===== config.mk =====
export PLATFORM = sky130hd
export DESIGN_NAME = comparator2_control
export DESIGN_NICKNAME = d
export VERILOG_FILES = /design/src/rtl/cmp_two_pkg.sv /design/src/rtl/comparator2_control.sv
export SDC_FILE = /design/constraint.sdc
export NUM_CORES = 1
export LEC_CHECK = 0
export ABC_CLOCK_PERIOD_IN_PS = 3690
export BUFFER_PORTS_ARGS = -buffer_cell sky130_fd_sc_hd__buf_2
export CORE_MARGIN = 3
export CORE_UTILIZATION = 37
export CTS_CLUSTER_SIZE = 10
export DETAILED_ROUTE_END_ITERATION = 8
export GPL_ROUTABILITY_DRIVEN = 1
export PLACE_DENSITY = 0.95
export SETUP_SLACK_MARGIN = 0.5
export SYNTH_ARGS = -nofsm -noshare
export SYNTH_HDL_FRONTEND = slang
export SYNTH_SLANG_ARGS = --single-unit

===== constraint.sdc =====
create_clock -name clk_sys -period 3.69 [get_ports clk_sys]
set_input_delay 0.738 -clock clk_sys [delete_from_list [all_inputs] [get_ports clk_sys]]
set_output_delay 0.738 -clock clk_sys [all_outputs]
set_load 0.01 [all_outputs]

===== src/rtl/cmp_two_pkg.sv =====
// Purpose: Shared constants and carriers for the comparator two control block.
// Assumes: 8-bit control register reached as one aligned APB word.
// Notes:   Field positions and reset values live here, except channel bits 1:0, which the RTL writes inline.
`default_nettype none
package cmp_two_pkg;
  localparam logic [11:0] CTRL_OFFSET   = 12'h000;
  localparam int          POS_ENABLE    = 7;
  localparam int          POS_RESULT    = 6;
  localparam int          POS_PIN_EN    = 5;
  localparam int          POS_INVERT    = 4;
  localparam int          POS_REF_SEL   = 2;
  localparam logic [7:0]  CTRL_RESET    = 8'h00;
  localparam logic [7:0]  CTRL_WR_MASK  = 8'hB7;
  localparam logic [1:0]  CH_AN1        = 2'h0;
  localparam logic [1:0]  CH_AN5        = 2'h1;
  localparam logic [1:0]  CH_AN6        = 2'h2;
  localparam logic [1:0]  CH_AN7        = 2'h3;
  localparam logic [31:0] RDATA_ZERO    = 32'h0000_0000;

  // Software controlled fields of the control register
  typedef struct packed {
    logic       enable;
    logic       pin_enable;
    logic       invert;
    logic       ref_select;
    logic [1:0] channel;
  } ctrl_s;

  // Analog routing selections handed to the comparator
  typedef struct packed {
    logic       active;
    logic [3:0] inv_pin_onehot;
    logic       use_internal_ref;
  } route_s;
endpackage : cmp_two_pkg
`default_nettype wire


===== src/rtl/comparator2_control.sv =====
// Purpose: Control register, routing and output path of comparator two.
// Assumes: APB slave, single clock, synchronous active-high reset.
// Notes:   Raw comparator output arrives as a level; pin path is unlatched.
//          Clock enable low freezes register, status, event and read data.
//          Unmapped offsets answer with an error and read back as zero.
//          Analog pin selection stays with software; nothing checks it here.
// How it works
// - Enable bit seven turns comparator on
// - Low two bits pick inverting pin
// - Bit two picks internal or external reference
// - Bit six reads latched result, read only
// - Invert bit flips status and pin
// - Result one when inverting input lower
// - Status latched every instruction cycle
// - Pin output is unlatched result
// - Change event independent of pin enable
// - Pin drives only when all enables allow
`default_nettype none
module comparator2_control (
  input  wire logic                   clk_sys,
  input  wire logic                   sys_rst,
  input  wire logic                   clk_en,
  input  wire logic                   instr_cycle_end,
  input  wire logic                   raw_compare,
  input  wire logic                   port_c_direction_bit4,
  input  wire logic                   psel,
  input  wire logic                   penable,
  input  wire logic                   pwrite,
  input  wire logic [11:0]            paddr,
  input  wire logic [31:0]            pwdata,
  input  wire logic [3:0]             pstrb,
  output logic [31:0]                 prdata,
  output logic                        pready,
  output logic                        pslverr,
  output cmp_two_pkg::route_s         route,
  output logic                        pin_out,
  output logic                        pin_oe,
  output logic                        result_change
);
  import cmp_two_pkg::*;

  ctrl_s       ctrl_q;
  logic        result_q;
  logic        polar;
  logic        hit;
  logic        wr_fire;
  logic [7:0]  reg_view;

  // Polarity applied to the raw compare (raw high means inverting below)
  function automatic logic apply_polarity(input logic raw, input logic inv);
    apply_polarity = raw ^ inv;
  endfunction : apply_polarity

  // One-hot pin pick for a channel code, shared by routing checks
  function automatic logic [3:0] channel_onehot(input logic [1:0] code);
    channel_onehot = 4'h1 << code;
  endfunction : channel_onehot

  assign polar   = ctrl_q.enable & apply_polarity(raw_compare, ctrl_q.invert);
  assign hit     = (paddr == CTRL_OFFSET);
  assign wr_fire = psel & penable & pwrite & hit & pstrb[0] & clk_en;
  assign pready  = 1'b1;
  assign pslverr = psel & penable & ~hit;

  // Control register write, reserved bit ignored
  always_ff @(posedge clk_sys) begin
    if (sys_rst) begin
      ctrl_q <= '0;
    end else if (wr_fire) begin
      ctrl_q.enable     <= pwdata[POS_ENABLE];
      ctrl_q.pin_enable <= pwdata[POS_PIN_EN];
      ctrl_q.invert     <= pwdata[POS_INVERT];
      ctrl_q.ref_select <= pwdata[POS_REF_SEL];
      ctrl_q.channel    <= pwdata[1:0];
    end
  end

  // Status latch, updated only at instruction cycle end
  always_ff @(posedge clk_sys) begin
    if (sys_rst) begin
      result_q <= 1'b0;
    end else if (clk_en && instr_cycle_end) begin
      result_q <= polar;
    end
  end

  // Change event from the latched status, pin enable plays no part
  always_ff @(posedge clk_sys) begin
    if (sys_rst) begin
      result_change <= 1'b0;
    end else if (clk_en) begin
      result_change <= instr_cycle_end & (polar != result_q);
    end
  end

  // Read view of the control register
  always_comb begin
    reg_view               = CTRL_RESET & CTRL_WR_MASK;
    reg_view[POS_ENABLE]   = ctrl_q.enable;
    reg_view[POS_RESULT]   = result_q;
    reg_view[POS_PIN_EN]   = ctrl_q.pin_enable;
    reg_view[POS_INVERT]   = ctrl_q.invert;
    reg_view[POS_REF_SEL]  = ctrl_q.ref_select;
    reg_view[1:0]          = ctrl_q.channel;
  end

  // Read data register
  always_ff @(posedge clk_sys) begin
    if (sys_rst) begin
      prdata <= RDATA_ZERO;
    end else if (clk_en && psel && !penable && !pwrite) begin
      prdata <= hit ? {24'h000000, reg_view} : RDATA_ZERO;
    end
  end

  // Analog routing; software must set analog select bits first
  always_comb begin
    route.active           = ctrl_q.enable;
    route.use_internal_ref = ctrl_q.ref_select;
    route.inv_pin_onehot   = 4'h0;
    case (ctrl_q.channel)
      CH_AN1:  route.inv_pin_onehot = 4'h1;
      CH_AN5:  route.inv_pin_onehot = 4'h2;
      CH_AN6:  route.inv_pin_onehot = 4'h4;
      CH_AN7:  route.inv_pin_onehot = 4'h8;
      default: route.inv_pin_onehot = 4'h0;
    endcase
  end

  // Pin path is unlatched
  assign pin_out = polar;
  assign pin_oe  = ctrl_q.pin_enable & ctrl_q.enable & ~port_c_direction_bit4;

  // Status takes the polar result at each cycle end
  a_status_latch: assert property (@(posedge clk_sys) disable iff (sys_rst)
    clk_en && instr_cycle_end |=> result_q == $past(polar))
    else $error("status not latched");

  // Status holds between cycle ends
  a_status_hold: assert property (@(posedge clk_sys) disable iff (sys_rst)
    !(clk_en && instr_cycle_end) |=> $stable(result_q))
    else $error("status changed off cycle end");

  // Pin drive needs all three conditions
  a_pin_gate: assert property (@(posedge clk_sys) disable iff (sys_rst)
    pin_oe == (ctrl_q.pin_enable && ctrl_q.enable && !port_c_direction_bit4))
    else $error("pin enable wrong");

  // Pin level follows polarity while enabled
  a_pin_polar: assert property (@(posedge clk_sys) disable iff (sys_rst)
    ctrl_q.enable |-> pin_out == (raw_compare ^ ctrl_q.invert))
    else $error("pin polarity wrong");

  // Enable bit lands on a write
  a_enable_write: assert property (@(posedge clk_sys) disable iff (sys_rst)
    wr_fire |=> route.active == $past(pwdata[POS_ENABLE]))
    else $error("enable not written");

  // Reference route mirrors its bit
  a_ref_route: assert property (@(posedge clk_sys) disable iff (sys_rst)
    route.use_internal_ref == ctrl_q.ref_select)
    else $error("reference route wrong");

  // Exactly one inverting pin per channel code
  a_channel_onehot: assert property (@(posedge clk_sys) disable iff (sys_rst)
    route.inv_pin_onehot == channel_onehot(ctrl_q.channel))
    else $error("channel decode wrong");

  // Unimplemented bit reads zero
  a_reserved_zero: assert property (@(posedge clk_sys) disable iff (sys_rst)
    reg_view[3] == 1'b0)
    else $error("reserved bit nonzero");

  // Reset clears control and status
  a_reset_clear: assert property (@(posedge clk_sys)
    sys_rst |=> ctrl_q == '0 && result_q == 1'b0)
    else $error("reset did not clear");

  // A latched change raises the event
  a_change_event: assert property (@(posedge clk_sys) disable iff (sys_rst)
    clk_en && instr_cycle_end && polar != result_q |=> result_change)
    else $error("change event missed");

  // Disabled comparator latches zero
  a_disabled_zero: assert property (@(posedge clk_sys) disable iff (sys_rst)
    !ctrl_q.enable && clk_en && instr_cycle_end |=> !result_q)
    else $error("disabled result not zero");

  // Latched status is raw result through polarity
  a_status_polarity: assert property (@(posedge clk_sys) disable iff (sys_rst)
    clk_en && instr_cycle_end && ctrl_q.enable |=>
      result_q == ($past(raw_compare) ^ $past(ctrl_q.invert)))
    else $error("status polarity wrong");

  // Writes never reach the status bit
  a_result_readonly: assert property (@(posedge clk_sys) disable iff (sys_rst)
    wr_fire && !instr_cycle_end |=> $stable(result_q))
    else $error("status bit written");

  // Read data carries the register view
  a_read_view: assert property (@(posedge clk_sys) disable iff (sys_rst)
    psel && !penable && !pwrite && hit && clk_en |=> prdata[7:0] == $past(reg_view))
    else $error("read data wrong");

  // Upper read lanes stay zero
  a_read_upper: assert property (@(posedge clk_sys) disable iff (sys_rst)
    prdata[31:8] == 24'h000000)
    else $error("upper read lanes nonzero");

  // Invert bit lands on a write
  a_invert_write: assert property (@(posedge clk_sys) disable iff (sys_rst)
    wr_fire |=> ctrl_q.invert == $past(pwdata[POS_INVERT]))
    else $error("invert not written");

  // Reference bit lands on a write
  a_ref_write: assert property (@(posedge clk_sys) disable iff (sys_rst)
    wr_fire |=> route.use_internal_ref == $past(pwdata[POS_REF_SEL]))
    else $error("reference not written");

  // Channel code lands on a write and picks its pin
  a_channel_write: assert property (@(posedge clk_sys) disable iff (sys_rst)
    wr_fire |=> route.inv_pin_onehot == channel_onehot($past(pwdata[1:0])))
    else $error("channel not written");

  // Comparator activity mirrors the enable bit
  a_active_route: assert property (@(posedge clk_sys) disable iff (sys_rst)
    route.active == ctrl_q.enable)
    else $error("active route wrong");

  // Pin path has no storage stage
  a_pin_unlatched: assert property (@(posedge clk_sys) disable iff (sys_rst)
    pin_out == (ctrl_q.enable && (raw_compare != ctrl_q.invert)))
    else $error("pin path not direct");

  // Disabled comparator neither drives nor shows a level
  a_pin_off_disabled: assert property (@(posedge clk_sys) disable iff (sys_rst)
    !ctrl_q.enable |-> !pin_oe && !pin_out)
    else $error("pin active while disabled");

  // Input direction keeps the pin undriven
  a_oe_needs_dir: assert property (@(posedge clk_sys) disable iff (sys_rst)
    port_c_direction_bit4 |-> !pin_oe)
    else $error("pin driven as input");

  // Disabled comparator routes nothing active
  a_disabled_route: assert property (@(posedge clk_sys) disable iff (sys_rst)
    !ctrl_q.enable |-> !route.active)
    else $error("route active while disabled");

  // Unmapped writes leave the register alone
  a_unmapped_write: assert property (@(posedge clk_sys) disable iff (sys_rst)
    psel && penable && pwrite && !hit |=> $stable(ctrl_q))
    else $error("unmapped write landed");

  // Writes without lane zero are refused
  a_lane_refused: assert property (@(posedge clk_sys) disable iff (sys_rst)
    psel && penable && pwrite && hit && !pstrb[0] |=> $stable(ctrl_q))
    else $error("write without lane landed");

  // Error answer only for unmapped access
  a_slverr_map: assert property (@(posedge clk_sys) disable iff (sys_rst)
    pslverr == (psel && penable && !hit))
    else $error("error answer wrong");

  // No event without a cycle end
  a_change_quiet: assert property (@(posedge clk_sys) disable iff (sys_rst)
    clk_en && !instr_cycle_end |=> !result_change)
    else $error("spurious change event");

  // Clock enable low freezes the register
  a_freeze_ctrl: assert property (@(posedge clk_sys) disable iff (sys_rst)
    !clk_en |=> $stable(ctrl_q))
    else $error("register moved while frozen");

  // Clock enable low freezes the status
  a_freeze_status: assert property (@(posedge clk_sys) disable iff (sys_rst)
    !clk_en |=> $stable(result_q))
    else $error("status moved while frozen");

  // Clock enable low freezes the event
  a_freeze_change: assert property (@(posedge clk_sys) disable iff (sys_rst)
    !clk_en |=> $stable(result_change))
    else $error("event moved while frozen");

  // Clock enable low freezes read data
  a_freeze_rdata: assert property (@(posedge clk_sys) disable iff (sys_rst)
    !clk_en |=> $stable(prdata))
    else $error("read data moved while frozen");

  // Main scenarios
  c_write_read: cover property (@(posedge clk_sys) wr_fire ##[1:8] (psel && !pwrite));
  c_pin_drive:  cover property (@(posedge clk_sys) pin_oe && pin_out);
  c_change:     cover property (@(posedge clk_sys) result_change);
  c_unmapped:   cover property (@(posedge clk_sys) pslverr);
  c_freeze:     cover property (@(posedge clk_sys) !clk_en ##1 clk_en);
endmodule : comparator2_control
`default_nettype wire


* Word level (Yosys, flattened, before mapping)
Index checks and enable logic that the tools add are counted.
** Word-level totals
- Output and inout bits :: 43
- Flip-flop bits (word level) :: 40
** Operators by class
- Equal/unequal tests :: 4
- Bitwise operators :: 13
- Reduce and logical (&&, ||, !) cells :: 8
- Multiplexer cells :: 2
** Operators with widths (count)
- $pmux 4 s4 :: 1
- $logic_not 12->1 :: 1
- $and 1x1->1 :: 10
- $mux 8 :: 1
- $eq 2x2->1 const B :: 2
- $logic_and 1x1->1 :: 4
- $eq 2x1->1 const B :: 1
- $logic_not 1->1 :: 2
- $logic_not 2->1 :: 1
- $not 1->1 :: 2
- $ne 1x1->1 :: 1
- $xor 1x1->1 :: 1

* Depth between registers and ports, before layout
Gate-level depths: netlist of the first run.
- Word-level depth :: 5
- Depth in mapped cells :: 4
- Gate-level depth less buffers :: 4

* Worst setup path after synthesis of the first run
OpenSTA, ideal clock, no wires.
- Path type :: input -> output
- From :: input port paddr[6]
- To :: output port pslverr
- Arrival time :: 1.270 ns
- Cell stages on the path :: 3
- Path slack :: 1.682 ns
- Path buffers :: 0
- Path through :: nor4_2 -> and3_1 -> nor2_1
** On the way
- Longest elaborated chain between the ends :: 3
** RTL lines
- from (decl) :: RTL line comparator2_control.sv:29 : input wire logic [11:0] paddr,
- $logic_not 12->1 :: RTL line comparator2_control.sv:60 : assign hit = (paddr == CTRL_OFFSET);
- $not 1->1 :: RTL line comparator2_control.sv:63 : assign pslverr = psel & penable & ~hit;
- $and 1x1->1 :: RTL line comparator2_control.sv:63
- to (decl) :: RTL line comparator2_control.sv:34 : output logic pslverr,
No other way between the ends.

* Worst setup path in the final report of the first run
- From :: input port paddr[1]
- To :: output port pslverr
Same word-level chain as after synthesis.

==> results of run 1 <==
[registers in the layout (all words and copies together), names as in the netlist]
name,cells
route,2
result_change,1
result_q,1
prdata,7
ctrl_q,4
[worst max path at each step]
stage                     startpoint  cells after the start  slack (ns)       to
after floorplan             paddr[6]                      3        1.68  pslverr
after global placement      paddr[1]                      5        1.43  pslverr
after CTS                   paddr[1]                      5        1.41  pslverr
after global routing        paddr[6]                      5        1.32  pslverr
final                       paddr[1]                      5        1.42  pslverr
after detailed placement    paddr[1]                      5        1.41  pslverr
[cell type report]
class,instances,area share [%]
Clock buffer,4,2.43
Multi-Input combinational cell,81,46.2
Sequential cell,15,27.8
Tap cell,28,3.24
Timing Repair Buffer,44,20.4
[metal layers]
metal  part of all wire [%]  track usage [%]
met2                     50             18.8
met4                   0.85             2.37
met3                    8.3             4.64
met5                      0                0
met1                     41             13.6
[cell usage after synthesis]
master | instances | area [sq um]
nor4bb_1 | 1 | 10.0
nor2b_1 | 2 | 12.5
and2_1 | 2 | 12.5
or3b_2 | 1 | 8.76
nand3_1 | 4 | 20.0
nor2_1 | 4 | 15.0
and3_1 | 1 | 6.26
dfxtp_1 | 15 | 300
nand2_1 | 5 | 18.8
nor3_4 | 1 | 16.3
buf_4 | 28 | 210
conb_1 | 2 | 7.51
clkbuf_1 | 1 | 3.75
nand2b_1 | 12 | 75.1
xnor2_1 | 1 | 8.76
mux2i_1 | 6 | 60.1
xor2_1 | 1 | 8.76
o31ai_1 | 1 | 7.51
nand4bb_1 | 1 | 11.3
a22o_1 | 6 | 52.6
nor4_2 | 3 | 37.5
a21oi_1 | 2 | 10.0
nor3_2 | 1 | 10.0
[layout by cell type, fill, tap and decap left out]
| cell | instances |
|---|---|
| dfxtp_1 | 15 |
| clkbuf_4 | 3 |
| or3b_2 | 1 |
| o31ai_1 | 1 |
| xnor2_1 | 1 |
| nor3_2 | 1 |
| buf_2 | 44 |
| nand4bb_1 | 1 |
| nor3_4 | 1 |
| conb_1 | 26 |
| nor2_1 | 4 |
| nand2b_1 | 12 |
| clkbuf_1 | 1 |
| nor4_2 | 3 |
| nor4bb_1 | 1 |
| and2_1 | 2 |
| nor2b_1 | 2 |
| nand3_1 | 4 |
| xor2_1 | 1 |
| a22o_1 | 6 |
| and3_1 | 1 |
| a21oi_1 | 2 |
| nand2_1 | 5 |
| mux2i_1 | 6 |
[per-stage QoR]
stage	instances	setup WS (ns)	instance area, sq um
finish	172	1.42	1080
global route	172	1.32	1080
CTS	172	1.41	1080
detailed placement	168	1.41	1050
global placement	168	1.43	1050
floorplan	125	1.68	1010
[critical path: stages]
cell and delay [ns]:
buf_2 0.10, nor4_2 0.29, and3_1 0.21, nor2_1 0.05, buf_2 0.13
[power groups by stage]
stage | sequential [W] | clock [W] | combinational [W]
floorplan | 0.000166 | 0 | 0.0000419
global placement | 0.000166 | 0 | 0.0000401
detailed placement | 0.000166 | 0 | 0.0000406
CTS | 0.000162 | 0.0000921 | 0.0000406
global route | 0.000162 | 0.000106 | 0.0000455
finish | 0.000162 | 0.0000879 | 0.0000411
[logic make-up (layout without fill, tap and decap cells)]
logic type	Yosys count	count (layout)	synth area share (%)
other	2	26	0.813
AO/OA/AOI/OAI	9	9	7.59
multiplexers	6	6	6.50
flip-flops	15	15	32.5
AND/OR/NAND/NOR	38	38	27.5
buffers and inverters	29	48	23.2
XOR/XNOR	2	2	1.90
==> flow_metrics.py, run 1 <==
metrics = {
    "run_status": {
        "run_status": "completed",
    },
    "power_and_ir_drop": {
        "p_switching_w": 0.0000716,
        "power.total_w": 0.000291,
        "vdd_drop_max_mv": 0.213,
        "p_seq_share_pct": 55.6,
        "clock_power_share_pct": 30.2,
        "intPower_w": 0.000219,
        "p_sw_share_pct": 24.6,
        "power_density_mw_per_mm2": 269,
        "combPwrFrac_pct": 14.1,
        "p_leak_nw": 0.536,
    },
    "clock_tree": {
        "clockRootBuffer": "clkbuf_4",
        "clk_pin_slew_ns": 0.08,
        "cts_setup_buffers": 0,
        "cts_resized": 0,
        "clock_latency_ns": 0.27,
        "htreeDepth": 1,
        "cts_num_sinks": 15,
        "clock_tree.buffer_depth": 2,
        "tritoncts": "done",
        "numCtsBuffers": 3,
        "hold_buffers": 0,
    },
    "hold_path": {
        "worstHoldPathType": "flip-flop to flip-flop",
        "hold_start": "prdata[2]",
        "min_path_cells": 2,
        "hold_end": "prdata[2]",
    },
    "synthesis": {
        "netlist_area_sq_um": 923,
        "synthCells": 101,
        "ys_ff_latch": 15,
        "yosysUniqueCellTypes": 23,
        "syn_area_per_cell_sq_um": 9.14,
        "ys_seq_area_share_pct": 32.5,
        "yosysWarningCount": 0,
    },
    "drt": {
        "drtIter0Drc": 5,
        "routed_wl_mm": 1.76,
        "drtPass1Iterations": 2,
        "vias_per_cell": 4.26,
        "drtAntennaViolNets": 0,
        "wl_per_cell_um": 10.3,
        "drcViolationCount": 0,
        "num_vias": 733,
    },
    "timing": {
        "fmax_mhz": 441,
        "rsz0062_at_grt": "no",
        "finalHoldViolCount": 0,
        "holdWs_ns": 0.463,
        "maxSlewViolCount": 0,
        "timing.setup.tns_ns": 0,
        "clock_skew_ns": 0.00243,
        "fin_crit_sh_pct": 61.4,
        "setup_viol": 0,
        "fin_crit_ns": 2.27,
    },
    "cells_and_area": {
        "final_net_count": 202,
        "n_antenna_cell": 0,
        "fillers": 245,
        "multiInputGateArea_sq_um": 499,
        "ff_latch_area_sq_um": 300,
        "synthToLayoutAreaGrowth_pct": 17.1,
        "drive_gt1_share_pct": 36.8,
        "final_core_util_pct": 47.1,
    },
    "place": {
        "dp_hpwl_mm": 1.48,
        "gp_congestion": 0.754,
        "portBuffers": 44,
    },
    "global_routing": {
        "grtUsageTotal_pct": 11.2,
        "grt_max_degree": 19,
        "overflow": 0,
        "antenna_found_initial": 0,
        "grt_pass1_wl_mm": 2.86,
        "grt_pass1_vias": 684,
    },
    "floorplanning": {
        "dieWidth_um": 56.0,
        "start_util_pct": 40.2,
        "coreArea_sq_mm": 0.00230,
        "die_area_sq_mm": 0.00313,
        "fp-row-count": 17,
        "io_pins": 100,
        "die_h_um": 56.0,
    },
    "job": {
        "maxCapViolCount": 0,
    },
    "worst_setup_path": {
        "critPathRequiredTime_ns": 2.95,
        "startpoint_type": "input pin",
        "cp_max_fo": 2,
        "reg2reg_to": "result_change",
        "rrSetupSlack_ns": 2.61,
        "critPathArrivalTime_ns": 1.53,
        "end_kind": "output port",
        "crit_type": "input pin to output port",
        "r2r-start": "ctrl_q[3]",
        "rr_worst_depth": 4,
    },
}
No activity file was read; power rests on OpenSTA's default activity.
==> run 2, diff against run 1 <==
- ABC_AREA: unset -> 1
- ABC_CLOCK_PERIOD_IN_PS: 3690 -> 2210
- CORE_UTILIZATION: 37 -> 36
- PLACE_DENSITY: 0.95 -> 0.91
- clock period: 3.69 -> 2.21 ns (I/O delays scaled with it)
==> flow_metrics.py, run 2 <==
metrics = {
    "worst_setup_path": {
        "startpoint_type": "flip-flop",
        "crit_type": "flip-flop to output port",
        "critPathArrivalTime_ns": 1.11,
        "critPathRequiredTime_ns": 1.77,
        "critPathSlowestCell": "dfxtp_1",
        "crit_chain": "inv_1 > nand2_1 > nand3_1 > inv_1 > buf_2",
        "rrSetupSlack_ns": 1.24,
        "end_kind": "output port",
        "reg2reg_to": "result_change",
        "r2r-start": "ctrl_q[3]",
        "critical-path-top-delay-family": "flip-flops",
        "max_stage_delay_ns": 0.37,
        "critPathMostFrequentCell": "inv_1",
        "cp_max_fo": 3,
        "path_depth": 5,
        "rr_worst_depth": 6,
        "cp.buffers_inverters": 3,
    },
    "power_and_ir_drop": {
        "vdd_drop_max_mv": 0.272,
        "p_leak_nw": 0.675,
        "power_density_mw_per_mm2": 448,
        "power.total_w": 0.000523,
    },
    "place": {
        "dp_slack_ns": 0.706,
        "portBuffers": 44,
        "dp_hpwl_mm": 1.84,
        "placed_area_sq_mm": 0.00114,
        "gp_congestion": 0.786,
    },
    "timing": {
        "finalHoldViolCount": 0,
        "timing.final.ws_setup_ns": 0.661,
        "fmax_mhz": 646,
        "clock_skew_ns": 0.00293,
        "holdWs_ns": 0.324,
        "fin_crit_ns": 1.55,
        "rsz0062_at_grt": "no",
        "setup_viol": 0,
        "fin_crit_sh_pct": 70.1,
        "maxSlewViolCount": 0,
        "timing.setup.tns_ns": 0,
    },
    "synthesis": {
        "synthFlopType": "dfxtp_1",
        "yosys-top-cells-count": "buf_4, inv_1, nand2_1",
        "ys_seq_area_share_pct": 29.3,
        "yosysUniqueCellTypes": 16,
        "syn_area_per_cell_sq_um": 6.65,
        "yosysMostFrequentCell": "buf_4",
        "synth_edf_count": 0,
        "synthCells": 154,
        "ys_ff_latch": 15,
        "yosys-top-cells-area": "dfxtp_1, buf_4, inv_1, nand2_1, nor2_1",
        "yosys.area.top_type_share_pct": 29.3,
        "synth_top_area_cell": "dfxtp_1",
        "yosysWarningCount": 0,
        "async_reset_ff_share_pct": 0,
        "netlist_area_sq_mm": 0.00102,
    },
    "drt": {
        "drcViolationCount": 0,
        "drtPass1Iterations": 7,
        "drtAntennaViolNets": 0,
        "wl_per_cell_um": 10.2,
        "drtIter0Drc": 19,
        "routed_wl_mm": 2.30,
        "num_vias": 963,
        "vias_per_cell": 4.28,
    },
    "job": {
        "maxCapViolCount": 0,
    },
    "hold_path": {
        "hold_end": "result_change",
        "min_path_cells": 2,
        "worstHoldPathType": "input pin to flip-flop",
        "hold_start": "sys_rst",
    },
    "clock_tree": {
        "htreeDepth": 1,
        "cts_resized": 0,
        "cts_num_sinks": 15,
        "numCtsBuffers": 3,
        "hold_buffers": 0,
        "clockRootBuffer": "clkbuf_4",
        "clk_pin_slew_ns": 0.09,
        "tritoncts": "done",
        "cts_setup_buffers": 0,
        "clock_latency_ns": 0.28,
        "clock_tree.buffer_depth": 2,
    },
    "cells_and_area": {
        "layout_common_cells": "buf_2, inv_1, conb_1",
        "synthToLayoutAreaGrowth_pct": 13.8,
        "n_antenna_cell": 0,
        "finalInstanceArea_sq_mm": 0.00117,
        "top_register": "prdata",
        "final_common_cell": "buf_2",
        "drive_gt1_share_pct": 26.7,
        "final_net_count": 253,
        "largest_reg_flops": 7,
    },
    "global_routing": {
        "overflow": 0,
        "antenna_found_initial": 0,
        "grt_pass1_wl_mm": 3.49,
        "grtUsageTotal_pct": 13.0,
        "grt_pass1_vias": 799,
        "grt_max_degree": 15,
    },
    "floorplanning": {
        "coreArea_sq_mm": 0.00259,
        "io_pins": 100,
        "die_h_um": 59.4,
        "die_area_sq_mm": 0.00352,
        "fp-row-count": 18,
        "start_util_pct": 39.6,
        "dieWidth_um": 59.4,
    },
    "run_status": {
        "run_status": "completed",
    },
}
==> run 2: cell types whose count changed in the layout (fill, tap and decap cells not counted), sizes merged, moves of 3 or more <==
| cell | change |
|---|---|
| a21oi | +8 |
| a22o | -6 |
| inv | +26 |
| mux2i | -6 |
| nand2 | +16 |
| nand2b | -12 |
| nand3 | +8 |
| nand4 | +7 |
| nor2 | +14 |
| nor4 | -3 |
| o21ai | +8 |
==> run 2: cell families after synthesis <==
group | share of synthesized area [%]
other | 0.733
buffers and inverters | 33.7
flip-flops | 29.3
AND/OR/NAND/NOR | 27.5
AO/OA/AOI/OAI | 8.79
==> run 2: power breakdown <==
group	switching [W]	internal, W	total [W]	leakage [nW]
Combinational	0.0000523	0.0000302	0.0000825	0.538
Sequential	0.00000285	0.000276	0.000279	0.121
Clock	0.0000915	0.0000701	0.000162	0.0150
==> run 2: final cells by class <==
class                      instances  area (sq um)
clock buffer                       4          26.3
fill                             273          1420
inverter                          26          97.6
multi-input combinational        104           469
sequential                        15           300
tap                               30          37.5
timing repair buffer              46           235
==> run 2: metrics by stage <==
step	instances	util [%]
floorplan	178	-
global placement	221	44.0
detailed placement	221	44.0
CTS	225	45.0
global route	225	45.0
finish	225	45.0
==> run 2: worst max-delay path by stage <==
stage               startpoint   endpoint  slack, ns
floorplan             paddr[0]    pslverr       0.67
global placement     paddr[11]    pslverr       0.72
detailed placement    paddr[9]  ctrl_q[4]       0.71
CTS                  ctrl_q[3]    pin_out       0.66
global route         ctrl_q[3]    pin_out       0.57
finish               ctrl_q[3]    pin_out       0.66
==> run 2: worst reg2reg max path, delay by kind of cell (launching register included) <==
| family | cells | cell delay [ns] |
|---|---|---|
| flops | 1 | 0.37 |
| simple gates | 4 | 0.34 |
| compound gates | 1 | 0.12 |
| buf+inv | 1 | 0.06 |
==> run 2: per-layer routing <==
layer | wire, um | vias to the layer above | track usage (%)
li1 | - | 509 | -
met1 | 856 | 408 | 15.0
met2 | 1210 | 42 | 22.8
met3 | 202 | 4 | 4.79
met4 | 30 | 0 | 2.59
met5 | 0 | - | 0
